### src/buw_pkg.sv
// package: offsets, field layouts, reset values and carrier types
package buw_pkg;

	// ****************************************************************
	// configuration offsets (byte addresses of aligned dwords)
	// ****************************************************************
	localparam logic [7:0] OFS_ARB_PRIO = 8'h40;
	localparam logic [7:0] OFS_EXT_CTRL = 8'h48;
	localparam logic [7:0] OFS_UP_LOW = 8'h50;
	localparam logic [7:0] OFS_UP_BASE_HI = 8'h54;
	localparam logic [7:0] OFS_UP_LIMIT_HI = 8'h58;

	// ****************************************************************
	// field positions
	// ****************************************************************
	localparam int NUM_SEC_REQ = 9;
	localparam int POS_REQ_PRIO = 16;
	localparam int POS_BRIDGE_PRIO = 25;
	localparam int POS_FLOW_EN = 0;
	localparam int POS_PARK = 1;
	localparam int POS_P2S_DYN = 2;
	localparam int POS_S2P_DYN = 3;
	localparam int POS_UP_WIN_EN = 16;
	localparam int POS_BASE_ADDR = 4;
	localparam int POS_LIMIT_CAP = 16;
	localparam int POS_LIMIT_ADDR = 20;
	localparam int WIN_ADDR_W = 12;
	localparam int WIN_GRAN_BITS = 20;

	// ****************************************************************
	// reset and fixed values
	// ****************************************************************
	localparam logic [8:0] RST_REQ_PRIO = 9'h000;
	localparam logic RST_BRIDGE_PRIO = 1'b1;
	localparam logic [3:0] RST_EXT_CTRL = 4'h0;
	localparam logic RST_UP_WIN_EN = 1'b0;
	localparam logic [11:0] RST_BASE_ADDR = 12'h000;
	localparam logic [11:0] RST_LIMIT_ADDR = 12'h000;
	localparam logic [31:0] RST_HI_WORD = 32'h0000_0000;
	localparam logic [3:0] CAP_64BIT = 4'h1;
	localparam logic [19:0] WIN_LOW_ZERO = 20'h0_0000;
	localparam logic [19:0] WIN_LOW_ONES = 20'hF_FFFF;
	localparam logic [31:0] READ_ZERO = 32'h0000_0000;

	// ****************************************************************
	// carrier for a configuration access
	// ****************************************************************
	typedef struct packed {
		logic wr;
		logic rd;
		logic [7:0] addr;
		logic [3:0] be;
		logic [31:0] wdata;
	} buw_cfg_req_t;

	// decoded control settings handed to the datapath engines
	typedef struct packed {
		logic flow_through_en;
		logic park_on_bridge;
		logic primary_toward_secondary_dyn_en;
		logic secondary_toward_primary_dyn_en;
		logic up_window_en;
	} buw_ctrl_t;

endpackage : buw_pkg

### src/buw_cfg_bank.sv
// configuration bank: arbiter priority, transfer control, upstream window
//
// Functional notes
// bits 24:16 put each secondary request 8..0 in the high group when one.
// bit 25 puts the bridge's own secondary master in the high group.
// reserved bits read zero, ignore writes and reset to zero.
// extended control bit 0 enables memory read flow-through.
// bit 1 parks an idle bus on the bridge when one, last owner when zero.
// bit 2 clear enables dynamic prefetch toward the secondary side.
// bit 3 clear enables dynamic prefetch toward the primary side.
// bit 16 set confines upstream forwarding to the base/limit window.
// the capability nibbles of base and limit both read as one.
// base bits 15:4 hold the window lower bound address bits 31:20.
// limit bits 31:20 hold the window upper bound address bits 31:20.
// a 32-bit register holds lower bound address bits 63:32.
// a 32-bit register holds upper bound address bits 63:32.
// base low bits are zeros, limit low bits ones, bounds inclusive.
// high group requests win over low, rotating within each group.
module buw_cfg_bank #(
	parameter int N_SEC_REQ = 9
) (
	input wire logic i_sys_clk,
	input wire logic i_rst_n,
	input wire buw_pkg::buw_cfg_req_t i_cfg,
	output logic [31:0] o_cfg_rdata,
	output logic o_cfg_ack,
	input wire logic [N_SEC_REQ-1:0] i_sec_req,
	input wire logic i_bridge_req,
	output logic [N_SEC_REQ-1:0] o_sec_gnt,
	output logic o_bridge_gnt,
	input wire logic i_sec_addr_vld,
	input wire logic [63:0] i_sec_addr,
	input wire logic i_down_win_hit,
	output logic o_up_fwd_vld,
	output logic o_up_fwd,
	output buw_pkg::buw_ctrl_t o_ctrl
);
	import buw_pkg::*;

	// ****************************************************************
	// elaboration checks
	// ****************************************************************
	generate
		if (N_SEC_REQ != NUM_SEC_REQ) begin : g_bad_req
			$error("buw_cfg_bank: priority field is nine bits wide");
		end
	endgenerate

	// ****************************************************************
	// helpers
	// ****************************************************************

	// merge write data into an old dword under the byte enables
	function automatic logic [31:0] be_merge(
		input logic [31:0] old,
		input logic [31:0] wdata,
		input logic [3:0] be
	);
		logic [31:0] res;
		res = old;
		for (int b = 0; b < 4; b++) begin
			if (be[b]) begin
				res[b*8 +: 8] = wdata[b*8 +: 8];
			end
		end
		return res;
	endfunction : be_merge

	// inclusive range check on 64-bit addresses
	function automatic logic in_range(
		input logic [63:0] addr,
		input logic [63:0] lo,
		input logic [63:0] hi
	);
		return (addr >= lo) && (addr <= hi);
	endfunction : in_range

	// ****************************************************************
	// storage
	// ****************************************************************
	logic [8:0] req_prio_r;
	logic [8:0] req_prio_nxt;
	logic bridge_prio_r;
	logic bridge_prio_nxt;
	logic [3:0] ext_ctrl_r;
	logic [3:0] ext_ctrl_nxt;
	logic up_win_en_r;
	logic up_win_en_nxt;
	logic [11:0] base_addr_r;
	logic [11:0] base_addr_nxt;
	logic [11:0] limit_addr_r;
	logic [11:0] limit_addr_nxt;
	logic [31:0] base_hi_r;
	logic [31:0] base_hi_nxt;
	logic [31:0] limit_hi_r;
	logic [31:0] limit_hi_nxt;
	logic [31:0] rdata_r;
	logic [31:0] rdata_nxt;
	logic ack_r;
	logic fwd_vld_r;
	logic fwd_r;
	logic fwd_nxt;
	buw_ctrl_t ctrl_r;
	buw_ctrl_t ctrl_nxt;

	// ****************************************************************
	// address decode
	// ****************************************************************
	wire logic sel_prio = (i_cfg.addr == OFS_ARB_PRIO);
	wire logic sel_ext = (i_cfg.addr == OFS_EXT_CTRL);
	wire logic sel_low = (i_cfg.addr == OFS_UP_LOW);
	wire logic sel_bhi = (i_cfg.addr == OFS_UP_BASE_HI);
	wire logic sel_lhi = (i_cfg.addr == OFS_UP_LIMIT_HI);

	// ****************************************************************
	// read views of each dword
	// ****************************************************************

	// low half of 40h belongs to another register; reads zero here and
	// drops writes, so software may write the whole dword without harm
	wire logic [31:0] view_prio = {
		6'h00,
		bridge_prio_r,
		req_prio_r,
		16'h0000
	};

	// bits 15:4 and 31:17 are reserved
	wire logic [31:0] view_ext = {
		15'h0000,
		up_win_en_r,
		12'h000,
		ext_ctrl_r
	};

	// base in the low half, limit in the high half
	wire logic [31:0] view_low = {
		limit_addr_r,
		CAP_64BIT,
		base_addr_r,
		CAP_64BIT
	};

	// merged images for writes; fixed and reserved bits fall away below
	wire logic [31:0] wr_prio = be_merge(view_prio, i_cfg.wdata, i_cfg.be);
	wire logic [31:0] wr_ext = be_merge(view_ext, i_cfg.wdata, i_cfg.be);
	wire logic [31:0] wr_low = be_merge(view_low, i_cfg.wdata, i_cfg.be);
	wire logic [31:0] wr_bhi = be_merge(base_hi_r, i_cfg.wdata, i_cfg.be);
	wire logic [31:0] wr_lhi = be_merge(limit_hi_r, i_cfg.wdata, i_cfg.be);

	wire logic do_prio = i_cfg.wr && sel_prio;
	wire logic do_ext = i_cfg.wr && sel_ext;
	wire logic do_low = i_cfg.wr && sel_low;
	wire logic do_bhi = i_cfg.wr && sel_bhi;
	wire logic do_lhi = i_cfg.wr && sel_lhi;

	// ****************************************************************
	// next values of the writable fields
	// ****************************************************************

	// only the defined bits are taken, so reserved writes vanish
	assign req_prio_nxt = do_prio ?
		wr_prio[POS_REQ_PRIO +: NUM_SEC_REQ] : req_prio_r;
	assign bridge_prio_nxt = do_prio ?
		wr_prio[POS_BRIDGE_PRIO] : bridge_prio_r;
	assign ext_ctrl_nxt = do_ext ?
		wr_ext[3:0] : ext_ctrl_r;
	assign up_win_en_nxt = do_ext ?
		wr_ext[POS_UP_WIN_EN] : up_win_en_r;
	assign base_addr_nxt = do_low ?
		wr_low[POS_BASE_ADDR +: WIN_ADDR_W] : base_addr_r;
	assign limit_addr_nxt = do_low ?
		wr_low[POS_LIMIT_ADDR +: WIN_ADDR_W] : limit_addr_r;
	assign base_hi_nxt = do_bhi ? wr_bhi : base_hi_r;
	assign limit_hi_nxt = do_lhi ? wr_lhi : limit_hi_r;

	// read mux; unmapped offsets read as zero
	// a read that comes with a write returns the contents before the write,
	// since the views are taken from the registers, not the merged images
	assign rdata_nxt = !i_cfg.rd ? READ_ZERO :
		sel_prio ? view_prio :
		sel_ext ? view_ext :
		sel_low ? view_low :
		sel_bhi ? base_hi_r :
		sel_lhi ? limit_hi_r : READ_ZERO;

	// ****************************************************************
	// register file
	// ****************************************************************

	// the limit stores only its address bits; they clear to zero while the
	// capability nibble beside them keeps reading one
	always_ff @(posedge i_sys_clk) begin
		if (!i_rst_n) begin
			req_prio_r <= RST_REQ_PRIO;
			bridge_prio_r <= RST_BRIDGE_PRIO;
			ext_ctrl_r <= RST_EXT_CTRL;
			up_win_en_r <= RST_UP_WIN_EN;
			base_addr_r <= RST_BASE_ADDR;
			limit_addr_r <= RST_LIMIT_ADDR;
			base_hi_r <= RST_HI_WORD;
			limit_hi_r <= RST_HI_WORD;
		end else begin
			req_prio_r <= req_prio_nxt;
			bridge_prio_r <= bridge_prio_nxt;
			ext_ctrl_r <= ext_ctrl_nxt;
			up_win_en_r <= up_win_en_nxt;
			base_addr_r <= base_addr_nxt;
			limit_addr_r <= limit_addr_nxt;
			base_hi_r <= base_hi_nxt;
			limit_hi_r <= limit_hi_nxt;
		end
	end

	// access answer: data and acknowledge one cycle after the request
	// every access is answered, mapped or not, so software never stalls
	always_ff @(posedge i_sys_clk) begin
		if (!i_rst_n) begin
			rdata_r <= READ_ZERO;
			ack_r <= 1'b0;
		end else begin
			rdata_r <= rdata_nxt;
			ack_r <= i_cfg.rd || i_cfg.wr;
		end
	end

	// ****************************************************************
	// decoded controls for the prefetch and flow-through engines
	// ****************************************************************

	// prefetch bits are disable-when-one, so the engines get them inverted
	// the engines see a change one cycle after the register takes it
	assign ctrl_nxt.flow_through_en = ext_ctrl_r[POS_FLOW_EN];
	assign ctrl_nxt.park_on_bridge = ext_ctrl_r[POS_PARK];
	assign ctrl_nxt.primary_toward_secondary_dyn_en =
		~ext_ctrl_r[POS_P2S_DYN];
	assign ctrl_nxt.secondary_toward_primary_dyn_en =
		~ext_ctrl_r[POS_S2P_DYN];
	assign ctrl_nxt.up_window_en = up_win_en_r;

	always_ff @(posedge i_sys_clk) begin
		if (!i_rst_n) begin
			ctrl_r <= '0;
		end else begin
			ctrl_r <= ctrl_nxt;
		end
	end

	// ****************************************************************
	// upstream window decode
	// ****************************************************************

	// 1 MB granularity: base pads with zeros, limit with ones
	// a limit below the base leaves the window empty, so nothing goes up
	// while the window is on; one wide compare is the longest path here
	wire logic [63:0] win_lo = {base_hi_r, base_addr_r, WIN_LOW_ZERO};
	wire logic [63:0] win_hi = {limit_hi_r, limit_addr_r, WIN_LOW_ONES};
	wire logic win_hit = in_range(i_sec_addr, win_lo, win_hi);

	// disabled window means everything not claimed downstream goes up
	assign fwd_nxt = up_win_en_r ? win_hit : ~i_down_win_hit;

	// registered once, so the verdict follows the address by one cycle
	always_ff @(posedge i_sys_clk) begin
		if (!i_rst_n) begin
			fwd_vld_r <= 1'b0;
			fwd_r <= 1'b0;
		end else begin
			fwd_vld_r <= i_sec_addr_vld;
			fwd_r <= i_sec_addr_vld && fwd_nxt;
		end
	end

	// ****************************************************************
	// secondary arbitration
	// ****************************************************************
	logic [NUM_SEC_REQ:0] arb_gnt;

	// bridge sits above the external requests in the arbiter's view
	// there is no preemption: an owner that never lets go keeps the bus,
	// so a stuck master on the secondary side starves everyone else
	buw_sec_arbiter #(
		.N_REQ(NUM_SEC_REQ + 1)
	) u_arb (
		.i_sys_clk(i_sys_clk),
		.i_rst_n(i_rst_n),
		.i_req({i_bridge_req, i_sec_req}),
		.i_high_group({bridge_prio_r, req_prio_r}),
		.i_park_on_bridge(ext_ctrl_r[POS_PARK]),
		.o_gnt(arb_gnt)
	);

	// ****************************************************************
	// outputs
	// ****************************************************************
	assign o_cfg_rdata = rdata_r;
	assign o_cfg_ack = ack_r;
	assign o_sec_gnt = arb_gnt[NUM_SEC_REQ-1:0];
	assign o_bridge_gnt = arb_gnt[NUM_SEC_REQ];
	assign o_up_fwd_vld = fwd_vld_r;
	assign o_up_fwd = fwd_r;
	assign o_ctrl = ctrl_r;

endmodule : buw_cfg_bank

### src/buw_sec_arbiter.sv
// secondary bus arbiter: two priority groups with rotation inside each
module buw_sec_arbiter #(
	parameter int N_REQ = 10
) (
	input wire logic i_sys_clk,
	input wire logic i_rst_n,
	input wire logic [N_REQ-1:0] i_req,
	input wire logic [N_REQ-1:0] i_high_group,
	input wire logic i_park_on_bridge,
	output logic [N_REQ-1:0] o_gnt
);
	import buw_pkg::*;

	// ****************************************************************
	// elaboration checks
	// ****************************************************************
	generate
		if (N_REQ < 2 || N_REQ > 32) begin : g_bad_n
			$error("buw_sec_arbiter: N_REQ must be 2..32");
		end
	endgenerate

	// the bridge itself is the top index
	localparam logic [N_REQ-1:0] BRIDGE_ONEHOT = {1'b1, {(N_REQ-1){1'b0}}};

	// ****************************************************************
	// round robin pick: first request after the last winner
	// ****************************************************************
	function automatic logic [N_REQ-1:0] rr_pick(
		input logic [N_REQ-1:0] req,
		input logic [N_REQ-1:0] last
	);
		logic [N_REQ-1:0] pick;
		logic found;
		logic seen;
		pick = '0;
		found = 1'b0;
		seen = 1'b0;
		// pass one: entries above the last winner
		for (int i = 0; i < N_REQ; i++) begin
			if (seen && req[i] && !found) begin
				pick[i] = 1'b1;
				found = 1'b1;
			end
			if (last[i]) begin
				seen = 1'b1;
			end
		end
		// pass two: wrap round from the bottom
		for (int i = 0; i < N_REQ; i++) begin
			if (req[i] && !found) begin
				pick[i] = 1'b1;
				found = 1'b1;
			end
		end
		return pick;
	endfunction : rr_pick

	logic [N_REQ-1:0] gnt_r;
	logic [N_REQ-1:0] gnt_nxt;
	logic [N_REQ-1:0] last_hi_r;
	logic [N_REQ-1:0] last_lo_r;
	logic [N_REQ-1:0] last_r;

	// ****************************************************************
	// grant selection
	// ****************************************************************
	wire logic [N_REQ-1:0] req_hi = i_req & i_high_group;
	wire logic [N_REQ-1:0] req_lo = i_req & ~i_high_group;
	wire logic [N_REQ-1:0] pick_hi = rr_pick(req_hi, last_hi_r);
	wire logic [N_REQ-1:0] pick_lo = rr_pick(req_lo, last_lo_r);
	wire logic hold = |(gnt_r & i_req);

	// owner keeps the bus while it still asks; high group first
	always_comb begin
		if (hold) begin
			gnt_nxt = gnt_r;
		end else if (|req_hi) begin
			gnt_nxt = pick_hi;
		end else if (|req_lo) begin
			gnt_nxt = pick_lo;
		end else if (i_park_on_bridge) begin
			gnt_nxt = BRIDGE_ONEHOT;
		end else begin
			gnt_nxt = last_r;
		end
	end

	// grant and rotation pointers; parking starts on the bridge
	always_ff @(posedge i_sys_clk) begin
		if (!i_rst_n) begin
			gnt_r <= BRIDGE_ONEHOT;
			last_r <= BRIDGE_ONEHOT;
			last_hi_r <= '0;
			last_lo_r <= '0;
		end else begin
			gnt_r <= gnt_nxt;
			if (|(gnt_nxt & i_req)) begin
				last_r <= gnt_nxt;
			end
			if (|(gnt_nxt & req_hi)) begin
				last_hi_r <= gnt_nxt;
			end
			if (|(gnt_nxt & req_lo)) begin
				last_lo_r <= gnt_nxt;
			end
		end
	end

	assign o_gnt = gnt_r;

endmodule : buw_sec_arbiter
### config.mk
export PLATFORM = sky130hd
export DESIGN_NAME = buw_cfg_bank
export DESIGN_NICKNAME = d
export VERILOG_FILES = /design/src/buw_pkg.sv /design/src/buw_cfg_bank.sv /design/src/buw_sec_arbiter.sv
export SDC_FILE = /design/constraint.sdc
export NUM_CORES = 1
export LEC_CHECK = 0
export CAP_MARGIN = 20
export CORE_UTILIZATION = 40
export DETAILED_ROUTE_END_ITERATION = 8
export DONT_BUFFER_PORTS = 1
export SLEW_MARGIN = 30
export SYNTH_ARGS = -nofsm -noshare
export SYNTH_HDL_FRONTEND = slang
export SYNTH_SLANG_ARGS = --single-unit
### constraint.sdc
create_clock -name i_sys_clk -period 3.2 [get_ports i_sys_clk]
set_input_delay 0.64 -clock i_sys_clk [delete_from_list [all_inputs] [get_ports i_sys_clk]]
set_output_delay 0.64 -clock i_sys_clk [all_outputs]
set_load 0.01 [all_outputs]
* Yosys cells after proc, flatten, opt, wreduce, memory -nomap -nowiden
Index checks and enable logic that the tools add are counted.
W data, S select, Z words.
** Storage, ports and cells
- Output and inout port bits :: 50
- Register bits :: 181
- Input port bits :: 124
** Operators by class
- Equality and inequality tests :: 5
- Magnitude comparators :: 2
- Reductions and logical operators :: 123
- Bitwise logic cells :: 12
- Multiplexer cells :: 100
** Operators with widths (number)
- $mux W32 :: 3
- $mux W1 :: 91
- $ge A64 B64 Y1 :: 1
- $le A64 B64 Y1 :: 1
- $logic_and A1 B1 Y1 :: 61
- $and A10 B10 Y10 :: 6
- $reduce_or A10 Y1 :: 6
- $mux W26 :: 2
- $eq A8 B7 Y1 const B :: 5
- $mux W10 :: 4
- $logic_not A1 Y1 :: 36
- $reduce_and A2 Y1 :: 17
- $not A10 Y10 :: 1
- $not A1 Y1 :: 5
- $reduce_or A4 Y1 :: 1
- $reduce_or A3 Y1 :: 1
- $logic_or A1 B1 Y1 :: 1

* Logic depth before layout (Yosys ltp)
Gate-level depths: netlist of run 1.
- Depth after elaboration :: 63
- Mapped depth :: 13
- Mapped depth without buffers :: 11

* Modules after synthesis
A second synthesis of run 1 with hierarchy kept.
** Second synthesis, totals
- Cells, all modules :: 1254
- Area total of the unflattened synthesis :: 10824.1 µm²
** Modules (own cells, without submodules)
- buw_cfg_bank :: times used 1, seq. area each 2862.7 µm², area an instance 7797.5 µm², cells an instance 873
- buw_sec_arbiter :: times used 1, seq. area each 760.7 µm², area an instance 3026.7 µm², cells an instance 381

* Worst setup path after synthesis of run 1
No wires, ideal clock.
- Kind :: input to register
- From :: input port i_bridge_req
- To :: register u_arb.last_lo_r[2]
- Required time :: 3128 ps
- Setup slack :: -77 ps
- Arrival :: 3204 ps
- Path buffers :: 3
- Stages :: 12
- Path through :: clkbuf_1 a22oi_1 nand3_1 or2_2 clkbuf_1 clkbuf_1 a21oi_1 o31ai_1 a211oi_2 o2111ai_2 a211oi_4 mux2i_1
** On the way
- Longest elaborated chain between the ends :: 39
- Elaborated cells between the ends (all ways) :: 97
- Those cells by class :: mux: 45; bitwise: 4; reduce/logical: 48
** Ends and longest elaborated chain
- start: declaration :: RTL line buw_cfg_bank.sv:28 : input wire logic i_bridge_req,
- $and A10 B10 Y10 :: RTL line buw_sec_arbiter.sv:69 : wire logic [N_REQ-1:0] req_lo = i_req & ~i_high_group;
- $logic_and A1 B1 Y1 (2 in a row) :: RTL line buw_sec_arbiter.sv:41 : if (seen && req[i] && !found) begin
- $mux W1 :: RTL line buw_sec_arbiter.sv:41
- $logic_not A1 Y1 :: RTL line buw_sec_arbiter.sv:51 : if (req[i] && !found) begin
- $logic_and A1 B1 Y1 :: RTL line buw_sec_arbiter.sv:51
- $mux W1 :: RTL line buw_sec_arbiter.sv:51
- $logic_not A1 Y1 :: RTL line buw_sec_arbiter.sv:51
- $logic_and A1 B1 Y1 :: RTL line buw_sec_arbiter.sv:51
- [22 not listed]
- $logic_not A1 Y1 :: RTL line buw_sec_arbiter.sv:51
- $logic_and A1 B1 Y1 :: RTL line buw_sec_arbiter.sv:51
- $mux W1 :: RTL line buw_sec_arbiter.sv:51
- $mux W10 :: RTL line buw_sec_arbiter.sv:80 : end else if (|req_lo) begin
- $mux W10 :: RTL line buw_sec_arbiter.sv:78 : end else if (|req_hi) begin
- $mux W10 :: RTL line buw_sec_arbiter.sv:76 : if (hold) begin
- $and A10 B10 Y10 :: RTL line buw_sec_arbiter.sv:104 : if (|(gnt_nxt & req_lo)) begin
- $reduce_or A10 Y1 :: RTL line buw_sec_arbiter.sv:104
- end signal: assignment :: RTL line buw_sec_arbiter.sv:105 : last_lo_r <= gnt_nxt;
- end: declaration :: RTL line buw_sec_arbiter.sv:62 : logic [N_REQ-1:0] last_lo_r;
Parallel ways exist; a longest one is shown, timed or not.
A chain may end at the register's enable or synchronous reset.

* Worst setup path after layout of run 1
- From :: register u_arb.last_lo_r[3]
- To :: register u_arb.last_r[9]
** On the way
- Longest elaborated chain between the ends :: 54
- Elaborated cells between the ends (all ways) :: 79
- Those cells by class :: mux: 40; bitwise: 1; reduce/logical: 38
** Ends and longest elaborated chain
- $mux W1 (*) :: RTL line buw_sec_arbiter.sv:45 : if (last[i]) begin
- $logic_and A1 B1 Y1 (2 in a row) :: RTL line buw_sec_arbiter.sv:41
- $mux W1 :: RTL line buw_sec_arbiter.sv:41
- $logic_not A1 Y1 :: RTL line buw_sec_arbiter.sv:41
- $logic_and A1 B1 Y1 :: RTL line buw_sec_arbiter.sv:41
- $mux W1 :: RTL line buw_sec_arbiter.sv:41
- $logic_not A1 Y1 :: RTL line buw_sec_arbiter.sv:41
- $logic_and A1 B1 Y1 :: RTL line buw_sec_arbiter.sv:41
- [37 not listed]
- $logic_not A1 Y1 :: RTL line buw_sec_arbiter.sv:51
- $logic_and A1 B1 Y1 :: RTL line buw_sec_arbiter.sv:51
- $mux W1 :: RTL line buw_sec_arbiter.sv:51
- $mux W10 (*) :: RTL line buw_sec_arbiter.sv:80
- $mux W10 (*) :: RTL line buw_sec_arbiter.sv:78
- $mux W10 (*) :: RTL line buw_sec_arbiter.sv:76
- $and A10 B10 Y10 :: RTL line buw_sec_arbiter.sv:98 : if (|(gnt_nxt & i_req)) begin
- $reduce_or A10 Y1 :: RTL line buw_sec_arbiter.sv:98
- end signal: assignment :: RTL line buw_sec_arbiter.sv:99 : last_r <= gnt_nxt;
- end: declaration :: RTL line buw_sec_arbiter.sv:63 : logic [N_REQ-1:0] last_r;
Mark *: on every way between the ends. The rest lies on a longest branch, timed or not.

==> impl_metrics.sql, run 1 <==
INSERT INTO impl_metrics (metric_group, metric, value, unit) VALUES
('outcome', 'status', 'finished clean', ''),
('worst_setup_path', 'r2r.worst_path.cells', '10', ''),
('floorplan', 'fp.coreArea', '26060', 'um^2'),
('logic_synthesis', 'sequential_share_of_the_synthesized_area', '34.04', '%'),
('floorplan', 'die_area', '27270', 'um^2'),
('worst_setup_path', 'crit_path_end_kind', 'flip-flop', ''),
('logic_synthesis', 'post_synthesis_cell_area', '10650', 'um^2'),
('sta', 'final.setup_skew', '12.16', 'ps'),
('placement', 'buffer_ports.inserted', '0', ''),
('sta', 'slew-limit-headroom', '54.94', '%'),
('logic_synthesis', 'unique_cell_type_count_in_the_yosys_netlist', '77', ''),
('logic_synthesis', 'synth.area.top_cells', 'sky130_fd_sc_hd__dfxtp_1, sky130_fd_sc_hd__mux2i_1, sky130_fd_sc_hd__ha_1, sky130_fd_sc_hd__nor2b_1, sky130_fd_sc_hd__inv_1', ''),
('detailed_routing', 'drt_wl_total', '35900', 'um'),
('global_routing', 'globalRoute.totalOverflow', '0', ''),
('power', 'seqPwrFrac', '32.8', '%'),
('logic_synthesis', 'synth_fp_nets', '1419', ''),
('sta', 'worst_pin_slew', '674.0', 'ps'),
('cells_and_area', 'insertedDiodeCount', '0', ''),
('logic_synthesis', 'syn_avg_cell_area', '8.820', 'um^2'),
('cells_and_area', 'final_core_util', '48.90', '%'),
('placement', 'place_hpwl', '28280', 'um'),
('sta', 'fmax', '0.3155', 'GHz'),
('floorplan', 'chipHeight', '165.1', 'um'),
('cells_and_area', 'drive_above_1_share', '16.25', '%'),
('clock_tree', 'number_of_levels_in_the_clock_h_tree', '4', ''),
('floorplan', 'fp.dieW', '165.1', 'um'),
('clock_tree', 'clock_tree.buffer_depth', '2', ''),
('clock_tree', 'clock_latency', '430', 'ps'),
('worst_setup_path', 'worst_setup_path_endpoint', 'u_arb.last_r[9]', ''),
('sta', 'finalWorstPathRequiredPeriod', '3170', 'ps'),
('global_routing', 'grt_start_max_net_pins', '151', ''),
('sta', 'report.final.slew_viol_count', '0', ''),
('detailed_routing', 'route.detailed.drc', '0', ''),
('global_routing', 'grtUsageTotal', '26.46', '%'),
('sta', 'timing.final.setup_violations', '0', ''),
('worst_setup_path', 'regToRegSetupSlack', '30', 'ps'),
('clock_tree', 'clock_tree.root_cell', 'sky130_fd_sc_hd__clkbuf_16', ''),
('worst_setup_path', 'critical_path_peak_fanout', '7', ''),
('worst_setup_path', 'critPathKind', 'reg2reg', ''),
('clock_tree', 'cts_tree', 'built', ''),
('worst_setup_path', 'r2r-start', 'u_arb.last_lo_r[3]', ''),
('clock_tree', 'cts.reportedPaths.clkPinSlew', '70', 'ps'),
('sta', 'timing.final.crit_share', '99.06', '%'),
('floorplan', 'initial_core_util', '40.85', '%'),
('logic_synthesis', 'postSynthCellCount', '1207', ''),
('worst_hold_path', 'whs_path_depth', '1', ''),
('detailed_routing', 'dr.pass1.iters', '6', ''),
('worst_hold_path', 'min_path_type', 'in2reg', ''),
('worst_setup_path', 'worst_path_max_delay_cell', 'sky130_fd_sc_hd__or4_4', ''),
('flow_run', 'drv_cap', '0', ''),
('logic_synthesis', 'postSynthRegisterBits', '181', ''),
('clock_tree', 'cts_buffer_count', '17', ''),
('placement', 'dpl.cell_count', '1632', ''),
('power', 'p_per_area', '604.7', 'nW/um^2'),
('power', 'power.leakage', '5.463', 'nW'),
('clock_tree', 'cts-hold-fix-buffers', '0', ''),
('worst_setup_path', 'startpoint_type', 'flip-flop', ''),
('worst_setup_path', 'worst_r2r_endpoint', 'u_arb.last_r[9]', ''),
('power', 'net_switching_power_of_the_design', '2.695', 'mW'),
('worst_setup_path', 'timing.critical_path.arrival', '3480', 'ps'),
('worst_setup_path', 'cpPeakStageDelay', '610', 'ps'),
('detailed_routing', 'detailedRoute.firstIterationViolations', '850', ''),
('logic_synthesis', 'dominantRegCellSynth', 'sky130_fd_sc_hd__dfxtp_1', ''),
('logic_synthesis', 'cell_type_with_the_highest_aggregate_area_in_the_netlist', 'sky130_fd_sc_hd__dfxtp_1', ''),
('sta', 'hold_viol_final', '0', ''),
('logic_synthesis', 'synth_enable_flop_cells', '0', ''),
('sta', 'setup_total_negative_slack', '0', 'ps'),
('power', 'comb_power_share', '38.7', '%'),
('power', 'switching_share', '34.97', '%'),
('detailed_routing', 'antenna_violating_nets_post_route', '0', ''),
('floorplan', 'floorplan.io_pins', '174', '');
==> state kept, by name (all words and copies together), names as in the netlist <==
name             cells
o_cfg_ack            1
up_win_en_r          1
ext_ctrl_r           4
o_up_fwd_vld         1
limit_addr_r        12
o_cfg_rdata         32
base_hi_r           32
bridge_prio_r        1
u_arb.o_gnt         10
u_arb.last_lo_r      9
u_arb.last_r        10
u_arb.last_hi_r      9
o_ctrl               5
limit_hi_r          32
base_addr_r         12
req_prio_r           9
o_up_fwd             1
==> kinds of logic after synthesis <==
family	Yosys count	synth area share, %
AO/OA/AOI/OAI	231	16.41
buffers and inverters	147	5.301
adder cells (fa/ha/maj)	88	10.34
flip-flops	181	34.04
AND/OR/NAND/NOR	431	21.77
multiplexers	129	12.14
==> cell type report <==
cell class              instances  area [um^2]  share of cell area [%]
well taps                     335        419.2                   3.289
clock buffers                  19        442.9                   3.476
inverters                     102        382.9                   3.004
clock inverters                13        161.4                   1.267
flip-flops and latches        181         3630                   28.48
repair buffers                141         1109                   8.699
multi-input cells             879         6599                   51.78
==> stage by stage <==
step                total power, mW  setup WS [ps]  cell area [um^2]  hold WS [ps]
floorplan                     4.026        -0.1255             10660         414.7
global placement              5.287         -414.1             11960         445.2
detailed placement            5.289         -383.4             11960         454.2
CTS                           7.554          10.19             12640         296.4
global route                  8.058         -67.60             12740         309.0
finish                        7.707          30.23             12740         335.6
==> worst min-delay path by stage <==
stage                       startpoint                 end  slack [ps]
finish                         i_rst_n      u_arb.o_gnt[9]         340
global route                   i_rst_n      u_arb.o_gnt[9]         310
CTS                            i_rst_n      u_arb.o_gnt[9]         300
detailed placement  u_arb.last_lo_r[6]  u_arb.last_lo_r[6]         450
global placement    u_arb.last_lo_r[6]  u_arb.last_lo_r[6]         450
floorplan                ext_ctrl_r[3]           o_ctrl[1]         410
==> cells in the final DEF (no fill, tap or decap), types with 4 or more instances in the layout <==
cell                        netlist  layout
sky130_fd_sc_hd__dfxtp_1        181     176
sky130_fd_sc_hd__buf_4            1     137
sky130_fd_sc_hd__mux2i_1        128     128
sky130_fd_sc_hd__nor2b_1        121     121
sky130_fd_sc_hd__inv_1          102     102
sky130_fd_sc_hd__ha_1            88      88
sky130_fd_sc_hd__nand2_1         83      82
sky130_fd_sc_hd__nor2_1          57      54
sky130_fd_sc_hd__nand3_1         49      47
sky130_fd_sc_hd__o21ai_0         34      31
sky130_fd_sc_hd__a21oi_1         31      31
sky130_fd_sc_hd__a222oi_1        30      30
sky130_fd_sc_hd__a21o_1          30      30
sky130_fd_sc_hd__nand4_1         26      26
sky130_fd_sc_hd__nor3_1          22      22
sky130_fd_sc_hd__clkbuf_16        0      17
sky130_fd_sc_hd__nor4_1          17      15
sky130_fd_sc_hd__nand2b_1        15      14
sky130_fd_sc_hd__a211oi_1        11      10
sky130_fd_sc_hd__a22oi_1         10       9
sky130_fd_sc_hd__a22o_1           8       8
sky130_fd_sc_hd__and2_1           8       8
sky130_fd_sc_hd__o211ai_1         7       7
sky130_fd_sc_hd__o21a_1           7       7
sky130_fd_sc_hd__a31oi_1          7       5
sky130_fd_sc_hd__dfxtp_2          0       5
sky130_fd_sc_hd__and3_1           4       4
sky130_fd_sc_hd__nand3b_1         4       4
sky130_fd_sc_hd__or3_1            4       4
sky130_fd_sc_hd__a221o_1          4       4
sky130_fd_sc_hd__inv_6            0       4
sky130_fd_sc_hd__buf_12           0       4
==> power groups by stage <==
stage / clock network, mW / logic [mW] / registers (mW)
global placement: 0 / 2.72 / 2.57
global route: 2.33 / 3.19 / 2.54
floorplan: 0 / 1.46 / 2.56
detailed placement: 0 / 2.72 / 2.57
CTS: 2.24 / 2.80 / 2.52
finish: 2.20 / 2.98 / 2.52
==> routing by layer <==
metal | vias to the layer above | wire, um | track usage (%)
met2 | 346 | 16600 | 42.98
met1 | 4580 | 15400 | 32.65
met4 | 0 | 1340 | 12.30
li1 | 4637 | - | -
met5 | - | 0 | 0
met3 | 73 | 2560 | 6.718
==> what timing repair did <==
item	in CTS	in global routing
gates resized for setup	10	20
pin swaps	4	10
setup endpoints to repair	18	26
cloned	0	0
setup buffers	3	3
==> worst max-delay path, delay by kind of cell, from the launching register on <==
kind / cells / cell delay [ps]
multiplexers: 1 / 300
AO/OA/AOI/OAI: 4 / 1150
flip-flops: 1 / 310
AND/OR/NAND/NOR: 4 / 1130
buffers and inverters: 1 / 150
No activity file was read; power rests on OpenSTA's default activity.
==> run 2, diff against run 1 <==
--- a/config.mk
+++ b/config.mk
@@ -6,6 +6,8 @@
 export NUM_CORES = 1
 export LEC_CHECK = 0
 export CAP_MARGIN = 20
+export CORE_ASPECT_RATIO = 1.75
+export CORE_MARGIN = 2
 export CORE_UTILIZATION = 40
 export DETAILED_ROUTE_END_ITERATION = 8
 export DONT_BUFFER_PORTS = 1
==> impl_metrics.sql, run 2 (synthesized netlist as in run 1, its figures left out) <==
INSERT INTO impl_metrics (metric_group, metric, value, unit) VALUES
('placement', 'gp_routability_congestion', '0.9849', ''),
('detailed_routing', 'post_drt_wl_per_cell', '22.96', 'um'),
('placement', 'area_after_dpl', '12110', 'um^2'),
('power', 'ir_worst_vdd', '0.4410', 'mV'),
('worst_setup_path', 'timing.critical_path.arrival', '3570', 'ps'),
('worst_setup_path', 'crit_path_end_kind', 'flip-flop', ''),
('floorplan', 'initial_core_util', '40.34', '%'),
('detailed_routing', 'routed_via_density', '5.772', ''),
('cells_and_area', 'finalNetCount', '1550', ''),
('sta', 'rsz_0062_raised_after_global_routing', 'true', ''),
('global_routing', 'grt_start_max_net_pins', '151', ''),
('clock_tree', 'cts-hold-fix-buffers', '0', ''),
('cells_and_area', 'area_growth_syn_to_layout', '21.77', '%'),
('cells_and_area', 'mostFrequentLayoutCells', 'sky130_fd_sc_hd__dfxtp_1, sky130_fd_sc_hd__buf_4, sky130_fd_sc_hd__mux2i_1', ''),
('clock_tree', 'cts_num_sinks', '181', ''),
('clock_tree', 'cts_tree', 'built', ''),
('flow_run', 'drv_cap', '0', ''),
('sta', 'final.setup_skew', '13.01', 'ps'),
('worst_setup_path', 'worst_path_max_delay_cell', 'sky130_fd_sc_hd__or4_4', ''),
('placement', 'place_hpwl', '30420', 'um'),
('sta', 'worst_pin_slew', '816.6', 'ps'),
('detailed_routing', 'route.detailed.drc', '0', ''),
('detailed_routing', 'antenna_violating_nets_post_route', '0', ''),
('power', 'comb_power_share', '39.4', '%'),
('worst_setup_path', 'r2r-start', 'u_arb.last_lo_r[0]', ''),
('placement', 'buffer_ports.inserted', '0', ''),
('worst_hold_path', 'min_path_type', 'in2reg', ''),
('clock_tree', 'cts_buffer_count', '17', ''),
('worst_setup_path', 'critPathKind', 'reg2reg', ''),
('power', 'power.leakage', '5.569', 'nW'),
('sta', 'timing.final.crit_share', '101.2', '%'),
('worst_setup_path', 'cpLargestDelayFamily', 'simple AND/OR/NAND/NOR gates', ''),
('worst_setup_path', 'data_required_time_at_the_worst_endpoint', '3530', 'ps'),
('cells_and_area', 'seq_area', '3630', 'um^2'),
('detailed_routing', 'detailedRoute.firstIterationViolations', '727', ''),
('sta', 'setup_slack', '-39.85', 'ps'),
('detailed_routing', 'routed-via-count', '9668', ''),
('clock_tree', 'clock_tree.buffer_depth', '2', ''),
('clock_tree', 'number_of_levels_in_the_clock_h_tree', '4', ''),
('cells_and_area', 'multi_input_comb_area', '6635', 'um^2'),
('floorplan', 'fp.dieW', '127.3', 'um'),
('cells_and_area', 'post-route-cell-area', '12960', 'um^2'),
('global_routing', 'grt_pass1_vias', '10050', ''),
('outcome', 'violations', 'negative setup slack', ''),
('sta', 'fmax', '0.3087', 'GHz'),
('worst_setup_path', 'regToRegSetupSlack', '-40', 'ps'),
('sta', 'hold_viol_final', '0', ''),
('sta', 'report.final.slew_viol_count', '0', ''),
('worst_hold_path', 'whs_endpoint', 'o_cfg_ack', ''),
('cells_and_area', 'filler_cell_count', '2554', ''),
('power', 'seqPwrFrac', '31.7', '%'),
('worst_hold_path', 'whs_path_depth', '1', ''),
('global_routing', 'grt_pass1_wl', '57170', 'um'),
('detailed_routing', 'drt_wl_total', '38470', 'um'),
('worst_setup_path', 'worst_r2r_endpoint', 'u_arb.last_r[9]', ''),
('worst_setup_path', 'cpPeakStageDelay', '520', 'ps'),
('worst_setup_path', 'r2r.worst_path.cells', '11', ''),
('power', 'p_per_area', '613.0', 'nW/um^2'),
('worst_setup_path', 'critical_path.n_buffers_inverters', '2', ''),
('detailed_routing', 'dr.pass1.iters', '6', ''),
('outcome', 'status', 'complete, but fails checks', ''),
('floorplan', 'die_area', '27990', 'um^2'),
('floorplan', 'fp.coreArea', '26390', 'um^2'),
('power', 'share_clk_of_total_power', '29.0', '%'),
('power', 'switching_share', '34.25', '%'),
('global_routing', 'grtUsageTotal', '27.30', '%'),
('power', 'p_int', '5.225', 'mW'),
('sta', 'timing.final.setup_violations', '9', ''),
('clock_tree', 'clock_latency', '450', 'ps'),
('clock_tree', 'cts.reportedPaths.clkPinSlew', '70', 'ps'),
('global_routing', 'antenna_found_initial', '0', ''),
('cells_and_area', 'final_cell_count_no_fill', '1675', ''),
('power', 'net_switching_power_of_the_design', '2.722', 'mW'),
('cells_and_area', 'insertedDiodeCount', '0', ''),
('placement', 'dpl.cell_count', '1637', ''),
('worst_setup_path', 'critical_path_peak_fanout', '7', ''),
('worst_hold_path', 'timing.hold.worst.start', 'i_cfg[45]', ''),
('floorplan', 'std_cell_rows', '79', ''),
('worst_setup_path', 'startpoint_type', 'flip-flop', ''),
('worst_setup_path', 'worstPathCellList', 'or4_4, buf_6, o32ai_2, and4_2, nand3_1, a31oi_1, a22oi_1, nand2_1, nor4_4, buf_4, mux2_4', ''),
('global_routing', 'globalRoute.totalOverflow', '0', ''),
('cells_and_area', 'mostFrequentLayoutCell', 'sky130_fd_sc_hd__dfxtp_1', ''),
('sta', 'finalWorstPathRequiredPeriod', '3240', 'ps'),
('floorplan', 'floorplan.io_pins', '174', ''),
('floorplan', 'chipHeight', '219.8', 'um'),
('cells_and_area', 'drive_above_1_share', '17.32', '%'),
('sta', 'setup_total_negative_slack', '-180.7', 'ps'),
('clock_tree', 'clock_tree.root_cell', 'sky130_fd_sc_hd__clkbuf_16', ''),
('sta', 'slew-limit-headroom', '44.87', '%');
-- run 2: cell count changes in the layout (fill, tap and decap cells not counted), sizes merged --
cell    change
clkbuf      +1
bufinv      +2
inv         -2
buf        +15
-- run 2: cell type report --
class,count,area share (%)
tap,324,3.127
clock buffer,19,3.417
clock inverter,13,1.477
sequential,181,28.00
timing repair buffer,157,9.836
multi-input combinational,879,51.19
inverter,102,2.954
-- run 2: stage by stage --
stage | setup WS [ps] | hold slack (ps) | utilization, % | total power, mW
6_report | -39.85 | 305.0 | 49.12 | 7.947
5_1_grt | -87.60 | 294.0 | 49.12 | 8.270
4_1_cts | 29.45 | 284.2 | 48.50 | 7.795
3_5_place_dp | -319.0 | 440.8 | 45.89 | 5.429
3_3_place_gp | -286.4 | 439.7 | 45.89 | 5.433
2_1_floorplan | -0.1255 | 414.7 | - | 4.026
-- run 2: power by group through the flow --
stage	clock, mW	sequential, mW	combinational, mW
2_1_floorplan	0	2.56	1.46
3_3_place_gp	0	2.57	2.87
3_5_place_dp	0	2.57	2.86
4_1_cts	2.35	2.51	2.93
5_1_grt	2.44	2.53	3.31
6_report	2.30	2.52	3.13
-- run 2: timing repair --
item | 4_1_cts | 5_1_grt
setup buffers | 0 | 5
pin swaps | 0 | 8
setup endpoints to repair | 27 | 28
cloned | 0 | 1
gates resized for setup | 10 | 22
-- run 2: worst max path at each step --
stage | slack, ps | start | to | cells after the start
floorplan | -0.1 | i_sec_req[7] | u_arb.last_lo_r[2] | 10
global placement | -290 | i_sec_req[7] | u_arb.last_hi_r[1] | 15
detailed placement | -320 | i_sec_req[7] | u_arb.last_hi_r[0] | 15
CTS | 30 | u_arb.last_lo_r[0] | u_arb.last_r[6] | 11
global route | -90 | u_arb.last_lo_r[0] | u_arb.last_r[9] | 11
finish | -40 | u_arb.last_lo_r[0] | u_arb.last_r[9] | 11
-- run 2: per-layer routing --
metal  routed length (um)  part of all wire, %  global-route usage [%]
met5                    0                    0                       0
met2                21230                   55                   53.14
met4                 2250                  5.8                   15.93
met3                 2105                  5.5                   6.167
met1                12880                   33                   25.49
